## config.mk

```make
export PLATFORM = sky130hd
export DESIGN_NAME = rsc_reset_source_controller
export DESIGN_NICKNAME = d
export VERILOG_FILES = /design/src/rtl/rsc_pkg.sv /design/src/rtl/rsc_sync.sv /design/src/rtl/rsc_reset_source_controller.sv
export SDC_FILE = /design/constraint.sdc
export NUM_CORES = 1
export LEC_CHECK = 0
export BUFFER_PORTS_ARGS = -buffer_cell sky130_fd_sc_hd__buf_2
export CELL_PAD_IN_SITES_DETAIL_PLACEMENT = 1
export CELL_PAD_IN_SITES_GLOBAL_PLACEMENT = 2
export CORE_MARGIN = 5
export CORE_UTILIZATION = 30
export DETAILED_ROUTE_END_ITERATION = 8
export PLACE_DENSITY_LB_ADDON = 0.25
export SLEW_MARGIN = 5
export SYNTH_ARGS = -nofsm -noshare
export SYNTH_HDL_FRONTEND = slang
export SYNTH_SLANG_ARGS = --single-unit
```

## constraint.sdc

```tcl
create_clock -name clk -period 2.85 [get_ports clk]
set_clock_uncertainty 0.05 [all_clocks]
set_input_delay 0.1425 -clock clk [delete_from_list [all_inputs] [get_ports clk]]
set_output_delay 0.1425 -clock clk [all_outputs]
set_load 0.02 [all_outputs]
```

## src/rtl/rsc_pkg.sv

```systemverilog
// Constants shared by the reset source controller files.
package rsc_pkg;
	// Register addresses and the stop unlock value.
	localparam logic [7:0] CLK_CTRL_ADDR = 8'hd4;
	localparam logic [7:0] STOP_UNLOCK_ADDR = 8'hfb;
	localparam logic [7:0] STOP_UNLOCK_VALUE = 8'ha5;
	localparam logic [7:0] STOP_UNLOCK_RESET = 8'h00;
	// Divider field position inside the clock control register.
	localparam int DIV_FIELD_LSB = 3;
	localparam int DIV_FIELD_MSB = 4;
	// Divider selection codes.
	localparam logic [1:0] DIV_BY_1 = 2'h0;
	localparam logic [1:0] DIV_BY_2 = 2'h1;
	localparam logic [1:0] DIV_BY_8 = 2'h2;
	localparam logic [1:0] DIV_BY_16 = 2'h3;
	localparam logic [1:0] DIV_RESET = DIV_BY_16;
	// Bit of the option byte that keeps the voltage detector on in stop mode.
	localparam int OPT_LVD_STOP_BIT = 7;
	// System reset pulse timing.
	localparam int CLK_PERIOD_NS = 50;
	localparam int RST_PULSE_NS = 800;
	localparam int RST_PULSE_CYC = (RST_PULSE_NS + CLK_PERIOD_NS - 1) / CLK_PERIOD_NS;
	localparam int RST_CNT_W = 5;
endpackage

```

## src/rtl/rsc_sync.sv

```systemverilog
// Two flip-flop synchroniser for a group of asynchronous inputs.
module rsc_sync #(
	parameter int WIDTH = 1,
	parameter logic [WIDTH-1:0] INIT = '0
) (
	// Clock and reset.
	input wire logic clk,
	input wire logic rstn,
	// Asynchronous inputs and their synchronised copies.
	input wire logic [WIDTH-1:0] async_in,
	output logic [WIDTH-1:0] sync_out
);
	logic [WIDTH-1:0] meta_reg;
	logic [WIDTH-1:0] meta_next;
	logic [WIDTH-1:0] sync_reg;
	logic [WIDTH-1:0] sync_next;

	// The first stage feeds only the second stage.
	always_comb
	begin
		meta_next = async_in;
		sync_next = meta_reg;
	end

	// Register both stages.
	always_ff @(posedge clk)
	begin
		if (!rstn)
		begin
			meta_reg <= INIT;
			sync_reg <= INIT;
		end
		else
		begin
			meta_reg <= meta_next;
			sync_reg <= sync_next;
		end
	end

	assign sync_out = sync_reg;
endmodule // rsc_sync

```

## src/rtl/rsc_reset_source_controller.sv

```systemverilog
// Reset source controller: combines reset sources, stop and back-up control, clock divider register.
// Function
// Reset pin rising edge with supply above threshold gives a reset in any mode.
// Enabled watchdog resets the chip on each basic timer overflow; the code ignores overflows in stop mode.
// Option bit one keeps the voltage detector active in normal and stop mode.
// Option bit zero disables the voltage detector in stop mode only.
// In stop mode exactly one of voltage detector or power-on reset is active.
// Option zero in stop: any enabled external interrupt event resets the chip.
// Option zero in stop or abnormal state: port falling edge resets regardless of enables.
// Back-up mode while reset pin is low or supply is below threshold.
// Pin high and supply rising through threshold gives a reset pulse.
// Stop, option zero, pin high: low supply does not enter back-up mode.
// Software writes unlock value before stop; stop only taken with it present.
// System reset forces control registers to initial values and selects reset vector.
// After reset the oscillator runs and the slowest divide-by-16 clock is selected.
// Clock control register is read/write; bits outside the divider field are unused.
// Divider offers divide by 1, 2, 8 or 16 from bits 4 and 3.
// Idle wake-up by interrupt leaves the divider selection unchanged.
// Recovery from stop by reset or external interrupt clears the unlock register.
// Any enabled source gives one synchronised system reset pulse of fixed length.
// Watchdog reset requests are ignored during back-up mode.
module rsc_reset_source_controller (
	// Clock and synchronous reset.
	input wire logic clk,
	input wire logic rstn,
	// Pins and analog detector outputs from outside the clock domain.
	input wire logic external_reset_pin_n,
	input wire logic supply_ok,
	input wire logic internal_power_on_reset,
	input wire logic [9:0] ext_interrupt_lines,
	input wire logic [7:0] port_zero,
	input wire logic [3:0] port_two_hi,
	// Non-volatile option byte.
	input wire logic [7:0] option_byte,
	input wire logic reset_vector_opt,
	// Requests from logic on the same clock.
	input wire logic watchdog_enable,
	input wire logic basic_timer_overflow,
	input wire logic [9:0] ext_interrupt_enable,
	input wire logic stop_instr,
	input wire logic abnormal_state,
	// Register port.
	input wire logic [7:0] reg_addr,
	input wire logic reg_wr,
	input wire logic [7:0] reg_wdata,
	output logic [7:0] reg_rdata,
	// Status and control outputs.
	output logic sys_reset,
	output logic backup_mode,
	output logic stop_mode,
	output logic osc_enable,
	output logic [1:0] cpu_div_sel,
	output logic lvd_active,
	output logic internal_power_on_reset_active,
	output logic reset_vector_sel
);
	logic pin_s;
	logic ok_s;
	logic por_s;
	logic [9:0] ext_s;
	logic [11:0] port_s;
	logic pin_d_reg, pin_d_next;
	logic ok_d_reg, ok_d_next;
	logic por_d_reg, por_d_next;
	logic [9:0] ext_d_reg, ext_d_next;
	logic [11:0] port_d_reg, port_d_next;
	logic opt_reg, opt_next;
	logic vec_reg, vec_next;
	logic [1:0] div_reg, div_next;
	logic [7:0] unlock_reg, unlock_next;
	logic stop_reg, stop_next;
	logic backup_reg, backup_next;
	logic [rsc_pkg::RST_CNT_W-1:0] cnt_reg, cnt_next;
	logic rst_reg, rst_next;
	logic osc_reg, osc_next;
	logic lvd_act_reg, internal_power_on_reset_act_reg;
	logic [7:0] rdata_reg, rdata_next;
	logic lvd_en, internal_power_on_reset_en;
	logic pin_rise, ok_rise, por_rise;
	logic [9:0] ext_fall;
	logic [11:0] port_fall;
	logic req_pin, req_lvd, req_por, req_wdt, req_ext, req_sed, req_any;
	logic ext_wake;

	// Synchronise the level pins; reset pin and supply idle high, port pins idle high.
	rsc_sync #(.WIDTH(3), .INIT(3'h7)) u_sync_lvl (
		.clk(clk),
		.rstn(rstn),
		.async_in({external_reset_pin_n, supply_ok, internal_power_on_reset}),
		.sync_out({pin_s, ok_s, por_s})
	);
	rsc_sync #(.WIDTH(22), .INIT(22'h3fffff)) u_sync_io (
		.clk(clk),
		.rstn(rstn),
		.async_in({ext_interrupt_lines, port_zero, port_two_hi}),
		.sync_out({ext_s, port_s})
	);

	// Detector enables and edge detection on the synchronised inputs.
	always_comb
	begin
		lvd_en = opt_reg | ~stop_reg;
		internal_power_on_reset_en = ~opt_reg & stop_reg;
		pin_rise = pin_s & ~pin_d_reg;
		ok_rise = ok_s & ~ok_d_reg;
		por_rise = por_s & ~por_d_reg;
		ext_fall = ~ext_s & ext_d_reg;
		port_fall = ~port_s & port_d_reg;
	end

	// Reset requests from every source.
	always_comb
	begin
		req_pin = pin_rise & ok_s;
		req_lvd = lvd_en & ok_rise & pin_s;
		req_por = internal_power_on_reset_en & por_rise;
		req_wdt = watchdog_enable & basic_timer_overflow & ~stop_reg & ~backup_reg;
		req_ext = ~opt_reg & stop_reg & (|(ext_fall & ext_interrupt_enable));
		req_sed = ~opt_reg & (stop_reg | abnormal_state) & (|port_fall);
		req_any = req_pin | req_lvd | req_por | req_wdt | req_ext | req_sed;
		ext_wake = opt_reg & stop_reg & (|(ext_fall & ext_interrupt_enable));
	end

	// Next state of edge history, options, registers, stop, back-up and reset pulse.
	always_comb
	begin
		pin_d_next = pin_s;
		ok_d_next = ok_s;
		por_d_next = por_s;
		ext_d_next = ext_s;
		port_d_next = port_s;
		opt_next = opt_reg;
		vec_next = vec_reg;
		div_next = div_reg;
		unlock_next = unlock_reg;
		stop_next = stop_reg;
		// A new request restarts the pulse so sources merge into one pulse.
		if (req_any)
			cnt_next = rsc_pkg::RST_CNT_W'(rsc_pkg::RST_PULSE_CYC);
		else if (cnt_reg != '0)
			cnt_next = cnt_reg - rsc_pkg::RST_CNT_W'(1);
		else
			cnt_next = cnt_reg;
		rst_next = (cnt_next != '0);
		// Back-up is a level; with the detector off the supply is not looked at.
		backup_next = ~pin_s | (lvd_en & ~ok_s);
		if (rst_reg)
		begin
			// System reset restores control state and re-reads the options.
			div_next = rsc_pkg::DIV_RESET;
			unlock_next = rsc_pkg::STOP_UNLOCK_RESET;
			stop_next = 1'b0;
			opt_next = option_byte[rsc_pkg::OPT_LVD_STOP_BIT];
			vec_next = reset_vector_opt;
		end
		else
		begin
			// Register writes; idle wake-up never touches the divider.
			if (reg_wr && reg_addr == rsc_pkg::CLK_CTRL_ADDR)
				div_next = reg_wdata[rsc_pkg::DIV_FIELD_MSB:rsc_pkg::DIV_FIELD_LSB];
			if (reg_wr && reg_addr == rsc_pkg::STOP_UNLOCK_ADDR)
				unlock_next = reg_wdata;
			// Stop is taken only when software left the unlock value.
			if (stop_instr && unlock_reg == rsc_pkg::STOP_UNLOCK_VALUE && !stop_reg)
				stop_next = 1'b1;
			if (ext_wake)
			begin
				stop_next = 1'b0;
				unlock_next = rsc_pkg::STOP_UNLOCK_RESET;
			end
		end
		osc_next = ~stop_next & ~backup_next;
		// Read data: unused bits of the clock register read as zero.
		if (reg_addr == rsc_pkg::CLK_CTRL_ADDR)
			rdata_next = {3'h0, div_reg, 3'h0};
		else if (reg_addr == rsc_pkg::STOP_UNLOCK_ADDR)
			rdata_next = unlock_reg;
		else
			rdata_next = 8'h00;
	end

	// Register all state; the block reset loads the option byte at the first clean edge.
	always_ff @(posedge clk)
	begin
		if (!rstn)
		begin
			pin_d_reg <= 1'b1;
			ok_d_reg <= 1'b1;
			por_d_reg <= 1'b1;
			ext_d_reg <= 10'h3ff;
			port_d_reg <= 12'hfff;
			opt_reg <= 1'b1;
			vec_reg <= 1'b0;
			div_reg <= rsc_pkg::DIV_RESET;
			unlock_reg <= rsc_pkg::STOP_UNLOCK_RESET;
			stop_reg <= 1'b0;
			backup_reg <= 1'b0;
			cnt_reg <= rsc_pkg::RST_CNT_W'(rsc_pkg::RST_PULSE_CYC);
			rst_reg <= 1'b1;
			osc_reg <= 1'b1;
			lvd_act_reg <= 1'b1;
			internal_power_on_reset_act_reg <= 1'b0;
			rdata_reg <= 8'h00;
		end
		else
		begin
			pin_d_reg <= pin_d_next;
			ok_d_reg <= ok_d_next;
			por_d_reg <= por_d_next;
			ext_d_reg <= ext_d_next;
			port_d_reg <= port_d_next;
			opt_reg <= opt_next;
			vec_reg <= vec_next;
			div_reg <= div_next;
			unlock_reg <= unlock_next;
			stop_reg <= stop_next;
			backup_reg <= backup_next;
			cnt_reg <= cnt_next;
			rst_reg <= rst_next;
			osc_reg <= osc_next;
			lvd_act_reg <= lvd_en;
			internal_power_on_reset_act_reg <= internal_power_on_reset_en;
			rdata_reg <= rdata_next;
		end
	end

	// Outputs straight from flip-flops.
	assign reg_rdata = rdata_reg;
	assign sys_reset = rst_reg;
	assign backup_mode = backup_reg;
	assign stop_mode = stop_reg;
	assign osc_enable = osc_reg;
	assign cpu_div_sel = div_reg;
	assign lvd_active = lvd_act_reg;
	assign internal_power_on_reset_active = internal_power_on_reset_act_reg;
	assign reset_vector_sel = vec_reg;

	// Checks on the reset sources, stop control and divider.
	AST_PIN_RESET: assert property (@(posedge clk) disable iff (!rstn)
		(pin_rise && ok_s) |=> sys_reset ##1 sys_reset) else $error("Pin release gave no reset.");
	AST_WDT_RESET: assert property (@(posedge clk) disable iff (!rstn)
		(watchdog_enable && basic_timer_overflow && !stop_reg && !backup_reg) |=> sys_reset)
		else $error("Watchdog overflow gave no reset.");
	AST_LVD_OFF_IN_STOP: assert property (@(posedge clk) disable iff (!rstn)
		(stop_reg && !opt_reg) |=> !lvd_active) else $error("Detector active in stop with option zero.");
	AST_ONE_SOURCE: assert property (@(posedge clk) disable iff (!rstn)
		stop_reg |=> (lvd_active != internal_power_on_reset_active)) else $error("Stop source selection not exclusive.");
	AST_SED_RESET: assert property (@(posedge clk) disable iff (!rstn)
		(!opt_reg && abnormal_state && (|port_fall)) |=> sys_reset) else $error("Port edge gave no reset.");
	AST_BACKUP_PIN: assert property (@(posedge clk) disable iff (!rstn)
		!pin_s |=> backup_mode) else $error("Low reset pin without back-up mode.");
	AST_NO_BACKUP_STOP: assert property (@(posedge clk) disable iff (!rstn)
		(stop_reg && !opt_reg && pin_s) |=> !backup_mode) else $error("Back-up entered in stop with option zero.");
	AST_STOP_LOCKED: assert property (@(posedge clk) disable iff (!rstn)
		(stop_instr && !stop_reg && unlock_reg != rsc_pkg::STOP_UNLOCK_VALUE) |=> !stop_mode)
		else $error("Stop taken without unlock value.");
	AST_DIV_AFTER_RESET: assert property (@(posedge clk) disable iff (!rstn)
		$fell(sys_reset) |-> cpu_div_sel == rsc_pkg::DIV_BY_16) else $error("Divider not slowest after reset.");
	AST_STOP_CLEARS: assert property (@(posedge clk) disable iff (!rstn)
		$fell(stop_mode) |-> unlock_reg == rsc_pkg::STOP_UNLOCK_RESET) else $error("Unlock not cleared on stop exit.");
	AST_PULSE_LEN: assert property (@(posedge clk) disable iff (!rstn)
		$rose(sys_reset) |-> sys_reset [*8]) else $error("Reset pulse too short.");
	AST_WDT_BACKUP: assert property (@(posedge clk) disable iff (!rstn)
		(backup_reg && cnt_reg == '0 && !req_pin && !req_lvd && !req_por && !req_sed && !req_ext) |=> !sys_reset)
		else $error("Reset raised during back-up without a source.");
	COV_STOP_ENTRY: cover property (@(posedge clk) disable iff (!rstn) $rose(stop_mode));
	COV_EXT_RESET: cover property (@(posedge clk) disable iff (!rstn) req_ext);
	COV_LVD_RESET: cover property (@(posedge clk) disable iff (!rstn) req_lvd);
	COV_WDT_RESET: cover property (@(posedge clk) disable iff (!rstn) req_wdt);
endmodule // rsc_reset_source_controller

```

# Word-level counts from Yosys, hierarchy flattened
# Cells that the tools add are included.
# classes
add_sub_neg,1
mux,7
bitwise,43
n_reduce_logical,12
n_eq_ne,3
# ops
op,n
$eq 8x8->1 const B,3
$and 10x10->10,2
$mux 5,4
$and 1x1->1,18
$and 12x12->12,1
$not 1->1,12
$not 12->12,1
$reduce_or 12->1,1
$not 10->10,1
$reduce_bool 5->1,2
$reduce_or 10->1,1
$or 1x1->1,8
$reduce_or 3->1,2
$sub 5x1->5 const B,1
$logic_and 1x1->1,4
$mux 1,3
$reduce_or 2->1,1
$logic_not 1->1,1
# word_totals
ff_bits,106
out_inout_bits,17
inputBits,67
wordCells,88

# Depth between registers and ports, before layout
# Gate-level depths: netlist of the first run.
# logic_depth
depth_word,11
mapped_depth,7
depth_no_buf,7

# By module
# From an unflattened synthesis of the first run, not the netlist that was laid out.
# hier_totals
hier_cells,327
hier_area_um2,3389.5
# modules_own_cells
module,instances,area_per_inst_um2,seq_area_each_um2,cells_per_inst
rsc_reset_source_controller,1,2052.0,1121.1,223
rsc_sync at u_sync_io,1,1179.9,880.8,92
rsc_sync at u_sync_lvl,1,157.7,120.1,12

# Least setup slack after synthesis of the first run
# OpenSTA, ideal clock, no wires.
# synth_path
path_type,flip-flop to flip-flop
startpoint,register cnt_reg[0] (netlist name)
endpoint,"register rst_reg, in the netlist sys_reset"
setup_slack_ps,889
setup_ps,127
path_stages_with_launch,8
required_ps,2673
t_arrival_ps,1784
path_buffers,0
synth_period_minus_slack_ps,1961
cell_sequence,dfxtp_1 > inv_1 > ha_1 > or4b_4 > nor2_2 > a21oi_1 > a221o_1 > or3_1
# synth_between
elab_chain_len,4
word_cells_on_any_way,5
classes_between,add/sub (1); mux (2); reduce/logical (2)
# synth_lines
item,line,rtl
start: declaration,rsc_reset_source_controller.sv:73,"logic [rsc_pkg::RST_CNT_W-1:0] cnt_reg, cnt_next;"
start signal: assignment,rsc_reset_source_controller.sv:198,cnt_reg <= rsc_pkg::RST_CNT_W'(rsc_pkg::RST_PULSE_CYC);
start signal: assignment,rsc_reset_source_controller.sv:218,cnt_reg <= cnt_next;
$sub 5x1->5 or $reduce_bool 5->1 (tied branches),"rsc_reset_source_controller.sv:141, rsc_reset_source_controller.sv:140",
$mux 5 (*),rsc_reset_source_controller.sv:140,else if (cnt_reg != '0)
$mux 5 (*),rsc_reset_source_controller.sv:138,if (req_any)
$reduce_bool 5->1 (*),rsc_reset_source_controller.sv:144,rst_next = (cnt_next != '0);
end signal: assignment,rsc_reset_source_controller.sv:219,rst_reg <= rst_next;
end: declaration,rsc_reset_source_controller.sv:74,"logic rst_reg, rst_next;"
# Every way passes the cells marked *; elsewhere a longest branch is shown, timed or not.
# A chain may end at the register's enable or synchronous reset.

# Final worst setup path of the first run
# Same ends and word-level chain as after synthesis.

==> results of run 1 <==
## synthesized netlist by cell type, types with 4 or more instances
cell / count
nor3_1: 14
clkbuf_1: 9
inv_1: 8
mux2i_1: 12
and3_1: 6
o22ai_1: 4
dfxtp_1: 106
nand2b_1: 84
nand2_1: 18
nor2b_1: 5
## power breakdown
| part | leakage [µW] | internal, µW | switching (µW) |
|---|---|---|---|
| clock | 0.000151 | 716 | 558 |
| sequential | 0.000872 | 1540 | 35.8 |
| combinational | 0.000952 | 147 | 109 |
## per-layer routing
layer	vias up	GRT usage [%]	wire, µm
li1	1251	-	-
met1	1131	13.3	3170
met2	60	18.4	3350
met3	8	4.61	440
met4	0	4.13	99
met5	-	0	0
## worst paths after layout
check                                              end  cells past startpoint  slack, ps
worst max-delay path                         sys_reset                      7        740
worst min-delay path                  reset_vector_sel                      3         30
worst min register to register  u_sync_io.sync_out[19]                      1        360
worst max register to register               sys_reset                      7        740
## placed cells by master, fill, tap and decap left out, types with 3 or more instances in the layout
cell and n:
dlygate4sd3_1 28, nor3_1 14, nor2b_1 5, and3_1 6, inv_1 8, o2111ai_1 3
xnor2_1 3, buf_2 76, clkbuf_16 9, o22ai_1 4, nand2_1 18, nand2b_1 84
mux2i_1 12, buf_4 3, dfxtp_1 106, a21oi_1 3, nor2_1 3, nor4_1 3
## critical path, cell delays in order, from the launching register on
cell     delay, ps
dfxtp_1        350
inv_1           90
ha_1           240
or4b_4         520
nor2_2         120
a21oi_1         90
a221o_1        250
or3_1          290
## cell families (layout without fill, tap and decap cells)
kind of cell | Yosys count | in the layout | synth area share, %
flops | 106 | 106 | 62.1
fa+ha+maj | 1 | 1 | 0.366
xor+xnor | 4 | 4 | 1.03
buf+inv | 18 | 131 | 1.98
simple gates | 149 | 149 | 26.1
mux | 12 | 12 | 3.52
compound gates | 23 | 23 | 4.91
## metrics by stage
step	setup slack (ps)	utilization (%)	power, µW
2_1_floorplan	889	-	1750
3_3_place_gp	793	35.1	1830
3_5_place_dp	740	35.1	1840
4_1_cts	727	40.4	3160
5_1_grt	661	40.4	3250
6_report	736	40.4	3110
## cell type report
| cell class | instances | area (µm²) |
|---|---|---|
| multi-input combinational | 189 | 1230 |
| tap | 143 | 179 |
| sequential | 106 | 2120 |
| clock buffer | 10 | 239 |
| inverter | 8 | 30.0 |
| clock inverter | 6 | 71.3 |
| timing repair buffer | 107 | 683 |
| fill | 1262 | 6720 |
==> reports/metrics.csv, run 1 <==
stage,metric,value,unit
status,status,"complete, no violations",
die,Rows,39,
synth,async set-or-reset flop fraction in the synthesized netlist,0,%
clocking,"Clk pin slew, worst setup/hold paths",70,ps
finish,ANT cells,0,
power_and_ir_drop,Peak VDD IR,0.381,mV
setup_path,startpoint types,flip-flop,
power_and_ir_drop,Leakage Power,0.00197,µW
synth,Yosys top cell by area,dfxtp_1,
die,io pins,84,
power_and_ir_drop,power density over the cells,683,nW/µm²
setup_path,Setup CP Type,reg -> reg,
detailed_routing,DR WL/cell,12.4,µm
die,die area,13600,µm²
synth,Ys Warns,0,
synth,synth top area cells,"dfxtp_1 62%, nand2b_1 15%, mux2i_1 3.5%",
sta,final hold viol count,0,
synth,top-area cell type share of the netlist area,62.1,%
place,area post-placement,3960,µm²
synth,Synth Register Bits,106,
detailed_routing,DR vias/cell,4.31,
sta,hold slack,26.4,ps
place,hpwl dp,4980,µm
finish,synthesis-to-layout area growth,33.2,%
clocking,"Clk Latency, worst-skew pair",340,ps
clocking,Post-CTS Setup Inserts,0,
sta,Max Slew Vio Count,0,
setup_path,WP data required,3030,ps
setup_path,worst r2r src,cnt_reg[0],
detailed_routing,Routed Antenna Nets,0,
place,Buffers on Ports,76,
grt,initial antenna violation count,0,
place,placed cells,525,
finish,Non-Filler Instances,569,
detailed_routing,DR pass1 iterations,4,
hold_path,Hold/Removal Path Class,in -> reg,
clocking,CTS max path bufs,2,
sta,Slew Limit Headroom,45.1,%
grt,vias in the first global route,2516,
sta,period utilization,74.2,%
die,die width,117,µm
setup_path,critical path data arrival time,2290,ps
grt,first-pass GRT wire length,11700,µm
finish,layout cells sized above 1,23.5,%
clocking,post-cts sizing count,0,
clocking,Clock Tree Root,clkbuf_16,
setup_path,Crit Path Max Fanout,5,
setup_path,Worst Setup End Kind,flip-flop,
synth,syn avg cell area,10.9,µm²
detailed_routing,drt total wl,7060,µm
synth,Post-synth EDFFs,0,
job,max_cap viols,0,
clocking,H-tree levels,3,
sta,crit path time final,2110,ps
grt,largest net degree at the start of global routing,55,
synth,"Seq/Total Area, Yosys",62.1,%
detailed_routing,DRT iter0 DRCs,79,
die,Initial Util,30.3,%
synth,top_reg_cell synth,dfxtp_1,
grt,GRT overflow,0,
grt,total track usage,11.3,%
die,Core Footprint,11300,µm²
detailed_routing,Via Count,2450,
sta,setup TNS,0,ps
clocking,# hold bufs at CTS,28,
sta,"Setup violations, final",0,
sta,max frequency,0.473,GHz
synth,Post-Synthesis Cells,313,
clocking,TritonCTS Buffers,9,
finish,nets@finish,489,
synth,Syn Std Cell Area,3420,µm²
place,GP Congestion,0.673,
setup_path,CP startpoint,cnt_reg[0],
finish,Finished Cell Area,4550,µm²
clocking,CTS tree,done,
clocking,# clock sinks,106,
detailed_routing,DRC Markers,0,
die,Die Y-Extent,117,µm
hold_path,hold wc startpoint,reset_vector_opt,
synth,Cell variety after synth,42,
synth,Synth Net Count,381,
sta,RSZ-0062 raised after global routing,false,
sta,Least-Margin Pin Slew,824,ps
Power figures use the tool's default switching activity.
==> run 2, diff against run 1 <==
--- a/config.mk
+++ b/config.mk
@@ -9,7 +9,7 @@
 export CELL_PAD_IN_SITES_DETAIL_PLACEMENT = 1
 export CELL_PAD_IN_SITES_GLOBAL_PLACEMENT = 2
 export CORE_MARGIN = 5
-export CORE_UTILIZATION = 30
+export CORE_UTILIZATION = 29
 export DETAILED_ROUTE_END_ITERATION = 8
 export PLACE_DENSITY_LB_ADDON = 0.25
 export SLEW_MARGIN = 5
==> constraint.sdc (replaced) <==
create_clock -name clk -period 1.7 [get_ports clk]
set_clock_uncertainty 0.05 [all_clocks]
set_input_delay 0.085 -clock clk [delete_from_list [all_inputs] [get_ports clk]]
set_output_delay 0.085 -clock clk [all_outputs]
set_load 0.02 [all_outputs]
==> reports/metrics.csv, run 2 (same netlist as run 1, synthesis figures left out) <==
stage,metric,value,unit,change
status,status,finished with violations,,
status,failing checks,setup timing,,
sta,Least-Margin Pin Slew,523,ps,-302 ps
place,Buffers on Ports,76,,unchanged
detailed_routing,DRC Markers,0,,unchanged
sta,"Setup violations, final",2,,+2
grt,vias in the first global route,2625,,+4.3%
clocking,CTS max path bufs,2,,unchanged
finish,"Core Util, Final",41.5,%,+1.1 points
power_and_ir_drop,Logic pwr share,11.3,%,+3.1 points
hold_path,Hold/Removal Path Class,in -> reg,,
grt,initial antenna violation count,0,,unchanged
grt,first-pass GRT wire length,12700,µm,+8.2%
place,GP Congestion,0.687,,+2.2%
grt,total track usage,11.1,%,-0.13 points
power_and_ir_drop,Peak VDD IR,0.572,mV,+50%
detailed_routing,DR WL/cell,12.6,µm,+1.9%
finish,Non-Filler Instances,589,,+3.5%
place,placed cells,539,,+2.7%
detailed_routing,Routed Antenna Nets,0,,unchanged
setup_path,Worst Setup End Kind,flip-flop,,
setup_path,Setup CP Type,reg -> reg,,
sta,max frequency,0.522,GHz,+10%
sta,Slew Limit Headroom,65.0,%,+20 points
setup_path,critical path data arrival time,2090,ps,-200 ps
sta,final worst slack,-215,ps,-951 ps
place,hpwl dp,5090,µm,+2.2%
power_and_ir_drop,Reg power frac,50.4,%,-0.4 points
finish,nets@finish,510,,+4.3%
clocking,H-tree levels,3,,unchanged
grt,GRT overflow,0,,unchanged
detailed_routing,DR vias/cell,4.27,,-0.79%
sta,crit path time final,1920,ps,-199 ps
sta,RSZ-0062 raised after global routing,true,,
power_and_ir_drop,Leakage Power,0.00207,µW,+5.0%
grt,largest net degree at the start of global routing,89,,+62%
sta,Max Slew Vio Count,0,,unchanged
clocking,Clock Tree Root,clkbuf_16,,
place,pre-CTS setup slack,-195,ps,-935 ps
finish,most frequent cells in the layout,"104 x dfxtp_1, 84 x nand2b_1, 76 x buf_2",,
sta,final hold viol count,0,,unchanged
die,die width,119,µm,+1.6%
finish,"commonest non-fill, non-tap cell in the layout",dfxtp_1,,
sta,period utilization,113,%,+38 points
die,Core Footprint,11500,µm²,+1.7%
die,io pins,84,,unchanged
clocking,CTS tree,done,,
setup_path,WP data required,1870,ps,-1160 ps
finish,ANT cells,0,,unchanged
die,die area,14000,µm²,+3.2%
detailed_routing,Via Count,2516,,+2.7%
setup_path,Crit Path Max Fanout,3,,-2
setup_path,startpoint types,flip-flop,,
finish,synthesis-to-layout area growth,39.3,%,
power_and_ir_drop,clock network fraction of design power,38.3,%,-2.7 points
clocking,TritonCTS Buffers,9,,unchanged
die,Die Y-Extent,119,µm,+1.6%
detailed_routing,DR pass1 iterations,4,,unchanged
job,max_cap viols,0,,unchanged
clocking,# clock sinks,106,,unchanged
power_and_ir_drop,power density over the cells,1100,nW/µm²,+61%
detailed_routing,DRT iter0 DRCs,88,,+11%
die,Rows,39,,unchanged
power_and_ir_drop,sw frac,21.8,%,-0.82 points
setup_path,flop-to-flop setup slack,-220,ps,-950 ps
power_and_ir_drop,Pint,4080,µW,+70%
power_and_ir_drop,total net switching power,1140,µW,+62%
clocking,"Clk pin slew, worst setup/hold paths",70,ps,about the same
clocking,"Clk Latency, worst-skew pair",340,ps,about the same
detailed_routing,drt total wl,7450,µm,+5.4%
finish,layout cells sized above 1,27.4,%,+3.9 points
die,Initial Util,29.8,%,-0.52 points
## run 2: changes by cell type in the layout (fill, tap and decap cells not counted), moves of 2 or more
cell / delta
a21oi_2: +2
dfxtp_1: -2
inv_1: -2
dlygate4sd3_1: +6
buf_4: +14
dfxtp_2: +2
a21oi_1: -2
clkbuf_8: +3
inv_2: +2
inv_6: -2
## run 2: layout make-up
| type | instances | area, µm² |
|---|---|---|
| Clock buffer | 14 | 284 |
| Clock inverter | 1 | 7.51 |
| Fill cell | 1281 | 6710 |
| Inverter | 8 | 30.0 |
| Multi-Input combinational cell | 189 | 1260 |
| Sequential cell | 106 | 2120 |
| Tap cell | 143 | 179 |
| Timing Repair Buffer | 128 | 868 |
## run 2: critical path, stage by stage, from the launching register on
cell and delay, ps:
dfxtp_2 330, inv_2 70, ha_4 130, or4b_4 480
nor2_4 140, a21oi_2 60, a221o_1 250, or3_1 300
## run 2: stage by stage
stage	hold WS [ps]	area, µm²	setup TNS, ps	total power, µW
final	3.63	4760	-299	5220
after global placement	215	4090	-195	3170
after detailed placement	220	4090	-496	3190
after global routing	25.0	4760	-452	5480
after floorplan	123	3430	-185	2950
after CTS	3.89	4730	-353	5290
## run 2: layer usage
metal	up-vias	share of wire (%)	GRT usage (%)
li1	1293	-	-
met1	1149	46	13.8
met2	64	47	17.9
met3	10	5.4	3.10
met4	0	1.7	5.32
met5	-	0	0
## run 2: worst paths after layout
check                                      startpoint                     to  depth (start not counted)
worst max-delay path                       cnt_reg[0]              sys_reset                          7
worst min-delay path                     reg_wdata[5]          unlock_reg[5]                          3
worst max register to register             cnt_reg[0]              sys_reset                          7
worst min register to register  u_sync_io.meta_reg[8]  u_sync_io.sync_out[8]                          1
## run 2: power by group through the flow
stage / combinational, µW / sequential (µW) / clock (µW)
2_1_floorplan: 262 / 2690 / 0
6_report: 591 / 2630 / 2000
5_1_grt: 656 / 2640 / 2180
3_3_place_gp: 489 / 2680 / 0
4_1_cts: 580 / 2630 / 2080
3_5_place_dp: 508 / 2680 / 0
## run 2: timing repair
action,CTS,global route
hold endpoints to repair,35,0
setup endpoints to repair,6,4
pin swaps,0,1
resized for setup,3,5
buffers inserted,0,1
hold buffers,34,0
==> run 3, diff against run 2 <==
--- a/config.mk
+++ b/config.mk
@@ -8,6 +8,7 @@
 export BUFFER_PORTS_ARGS = -buffer_cell sky130_fd_sc_hd__buf_2
 export CELL_PAD_IN_SITES_DETAIL_PLACEMENT = 1
 export CELL_PAD_IN_SITES_GLOBAL_PLACEMENT = 2
+export CORE_ASPECT_RATIO = 0.5
 export CORE_MARGIN = 5
 export CORE_UTILIZATION = 29
 export DETAILED_ROUTE_END_ITERATION = 8
==> reports/metrics.csv, run 3 (same netlist as run 1, synthesis figures left out) <==
stage,metric,value,unit,change
job,max_cap viols,0,,unchanged
setup_path,Worst path max stage delay,500,ps,+20 ps
grt,vias in the first global route,2666,,+1.6%
status,failing checks,setup timing,,
clocking,"Clk Latency, worst-skew pair",340,ps,about the same
sta,RSZ-0062 raised after global routing,true,,
place,Buffers on Ports,76,,unchanged
place,GP Congestion,0.716,,+4.2%
grt,initial antenna violation count,0,,unchanged
detailed_routing,Via Count,2591,,+3.0%
finish,multi-input logic area,1300,µm²,+2.9%
sta,Slew Limit Headroom,64.4,%,-0.53 points
die,io pins,84,,unchanged
sta,final worst slack,-280,ps,-64.7 ps
detailed_routing,DR vias/cell,4.19,,-1.9%
place,hpwl dp,5350,µm,+5.0%
setup_path,worst r2r src,cnt_reg[0],,
setup_path,WP data required,1940,ps,+70 ps
die,die area,14200,µm²,+0.93%
setup_path,startpoint types,flip-flop,,
clocking,CTS max path bufs,2,,unchanged
setup_path,flop-to-flop setup slack,-280,ps,-60 ps
finish,Finished Cell Area,4900,µm²,+3.0%
hold_path,Worst Hold End,unlock_reg[5],,
hold_path,Hold/Removal Path Class,in -> reg,,
setup_path,worst r2r path cells,9,,+2
setup_path,CP startpoint,cnt_reg[0],,
sta,crit path time final,1980,ps,+64.7 ps
setup_path,Crit Path Max Fanout,3,,unchanged
sta,Least-Margin Pin Slew,534,ps,+11.0 ps
clocking,Clock Tree Root,clkbuf_16,,
finish,ANT cells,0,,unchanged
setup_path,critical path data arrival time,2220,ps,+130 ps
finish,fill count,1315,,+2.7%
detailed_routing,Routed Antenna Nets,0,,unchanged
place,placed cells,560,,+3.9%
clocking,"Clk pin slew, worst setup/hold paths",70,ps,about the same
sta,max frequency,0.505,GHz,-3.3%
power_and_ir_drop,Final Total Pwr,5430,µW,+4.1%
setup_path,Slowest cell on crit path,or4b_4,,
finish,"commonest non-fill, non-tap cell in the layout",dfxtp_1,,
setup_path,"Critical Path, Cell by Cell","inv_4, ha_4, or4b_4, buf_4, buf_6, and3_2, a21oi_2, a221o_1, or3_1",,
setup_path,FF-to-FF End,sys_reset,,
finish,layout cells sized above 1,29.4,%,+2.0 points
finish,most frequent cells in the layout,"103 x dfxtp_1, 84 x nand2b_1, 76 x buf_2",,
detailed_routing,DRT iter0 DRCs,53,,-40%
detailed_routing,DR WL/cell,12.5,µm,-0.80%
power_and_ir_drop,Peak VDD IR,0.517,mV,-9.7%
grt,GRT overflow,0,,unchanged
die,die width,163,µm,+38%
clocking,TritonCTS Buffers,9,,unchanged
grt,first-pass GRT wire length,12100,µm,-4.5%
die,Core Footprint,11700,µm²,+1.7%
power_and_ir_drop,Leakage Power,0.00213,µW,+2.7%
finish,synthesis-to-layout area growth,43.5,%,
detailed_routing,drt total wl,7750,µm,+4.1%
grt,total track usage,10.9,%,-0.22 points
place,pre-CTS setup slack,-290,ps,-94.7 ps
setup_path,Worst Setup End Kind,flip-flop,,
status,status,finished with violations,,
die,Initial Util,29.3,%,-0.51 points
setup_path,Setup CP Type,reg -> reg,,
clocking,# clock sinks,106,,unchanged
hold_path,Hold Path Depth,3,,unchanged
sta,"Setup violations, final",3,,+1
detailed_routing,DRC Markers,0,,unchanged
die,Rows,28,,-28%
place,area post-placement,4100,µm²,+0.18%
detailed_routing,DR pass1 iterations,4,,unchanged
clocking,H-tree levels,3,,unchanged
finish,Reg area,2130,µm²,+0.29%
power_and_ir_drop,power density over the cells,1110,nW/µm²,+1.0%
sta,final hold viol count,0,,unchanged
sta,period utilization,116,%,+3.8 points
hold_path,hold wc startpoint,reg_wdata[5],,
grt,largest net degree at the start of global routing,56,,-37%
sta,Max Slew Vio Count,0,,unchanged
clocking,CTS tree,done,,
finish,nets@finish,516,,+1.2%
die,Die Y-Extent,86.7,µm,-27%
finish,Non-Filler Instances,618,,+4.9%
==> run 3: per-stage QoR <==
step	utilization (%)	TNS (ps)	hold slack, ps
finish	42.0	-660	47.7
global route	42.0	-819	46.6
CTS	41.3	-261	31.1
detailed placement	35.1	-686	220
global placement	35.1	-235	217
floorplan	-	-185	123
==> run 3: report_power, final <==
part / leakage [µW] / switching, µW / internal (µW)
Clock: 0.000155 / 923 / 1200
Sequential: 0.000873 / 43.9 / 2590
Combinational: 0.00110 / 283 / 393
Total: 0.00213 / 1250 / 4180
==> run 3: repair_timing <==
action / 4_1_cts / 5_1_grt
pin swaps: 2 / 3
hold buffers: 35 / 0
buffers inserted: 3 / 4
gates resized for setup: 8 / 10
hold endpoints to repair: 36 / 0
setup endpoints to repair: 6 / 6
==> run 3: how the worst max path moves through the flow <==
stage	endpoint	depth (start not counted)	slack, ps
2_1_floorplan	sys_reset	7	-190
3_3_place_gp	sys_reset	7	-200
3_5_place_dp	sys_reset	7	-290
4_1_cts	sys_reset	7	-240
5_1_grt	sys_reset	9	-330
6_report	sys_reset	9	-280
==> run 3: critical path: cells and delay by family (launching register included) <==
kind                     cells  cell delay (ps)
adder cells (fa/ha/maj)      1              130
flip-flops                   1              350
AO/OA/AOI/OAI                2              250
buffers and inverters        3              350
AND/OR/NAND/NOR              3              800
==> run 3: area by class of cell <==
class                      count  share of cell area [%]
clock inverter                 6                    1.48
clock buffer                  10                    4.88
multi-input combinational    189                    26.5
tap                          165                    4.21
inverter                       8                   0.664
timing repair buffer         134                    18.8
sequential                   106                    43.5
==> run 3: per-layer routing <==
metal / part of all wire, % / global-route usage, %
met3: 5.8 / 4.04
met4: 2.1 / 4.87
met1: 41 / 11.4
met5: 0 / 0
met2: 51 / 19.9
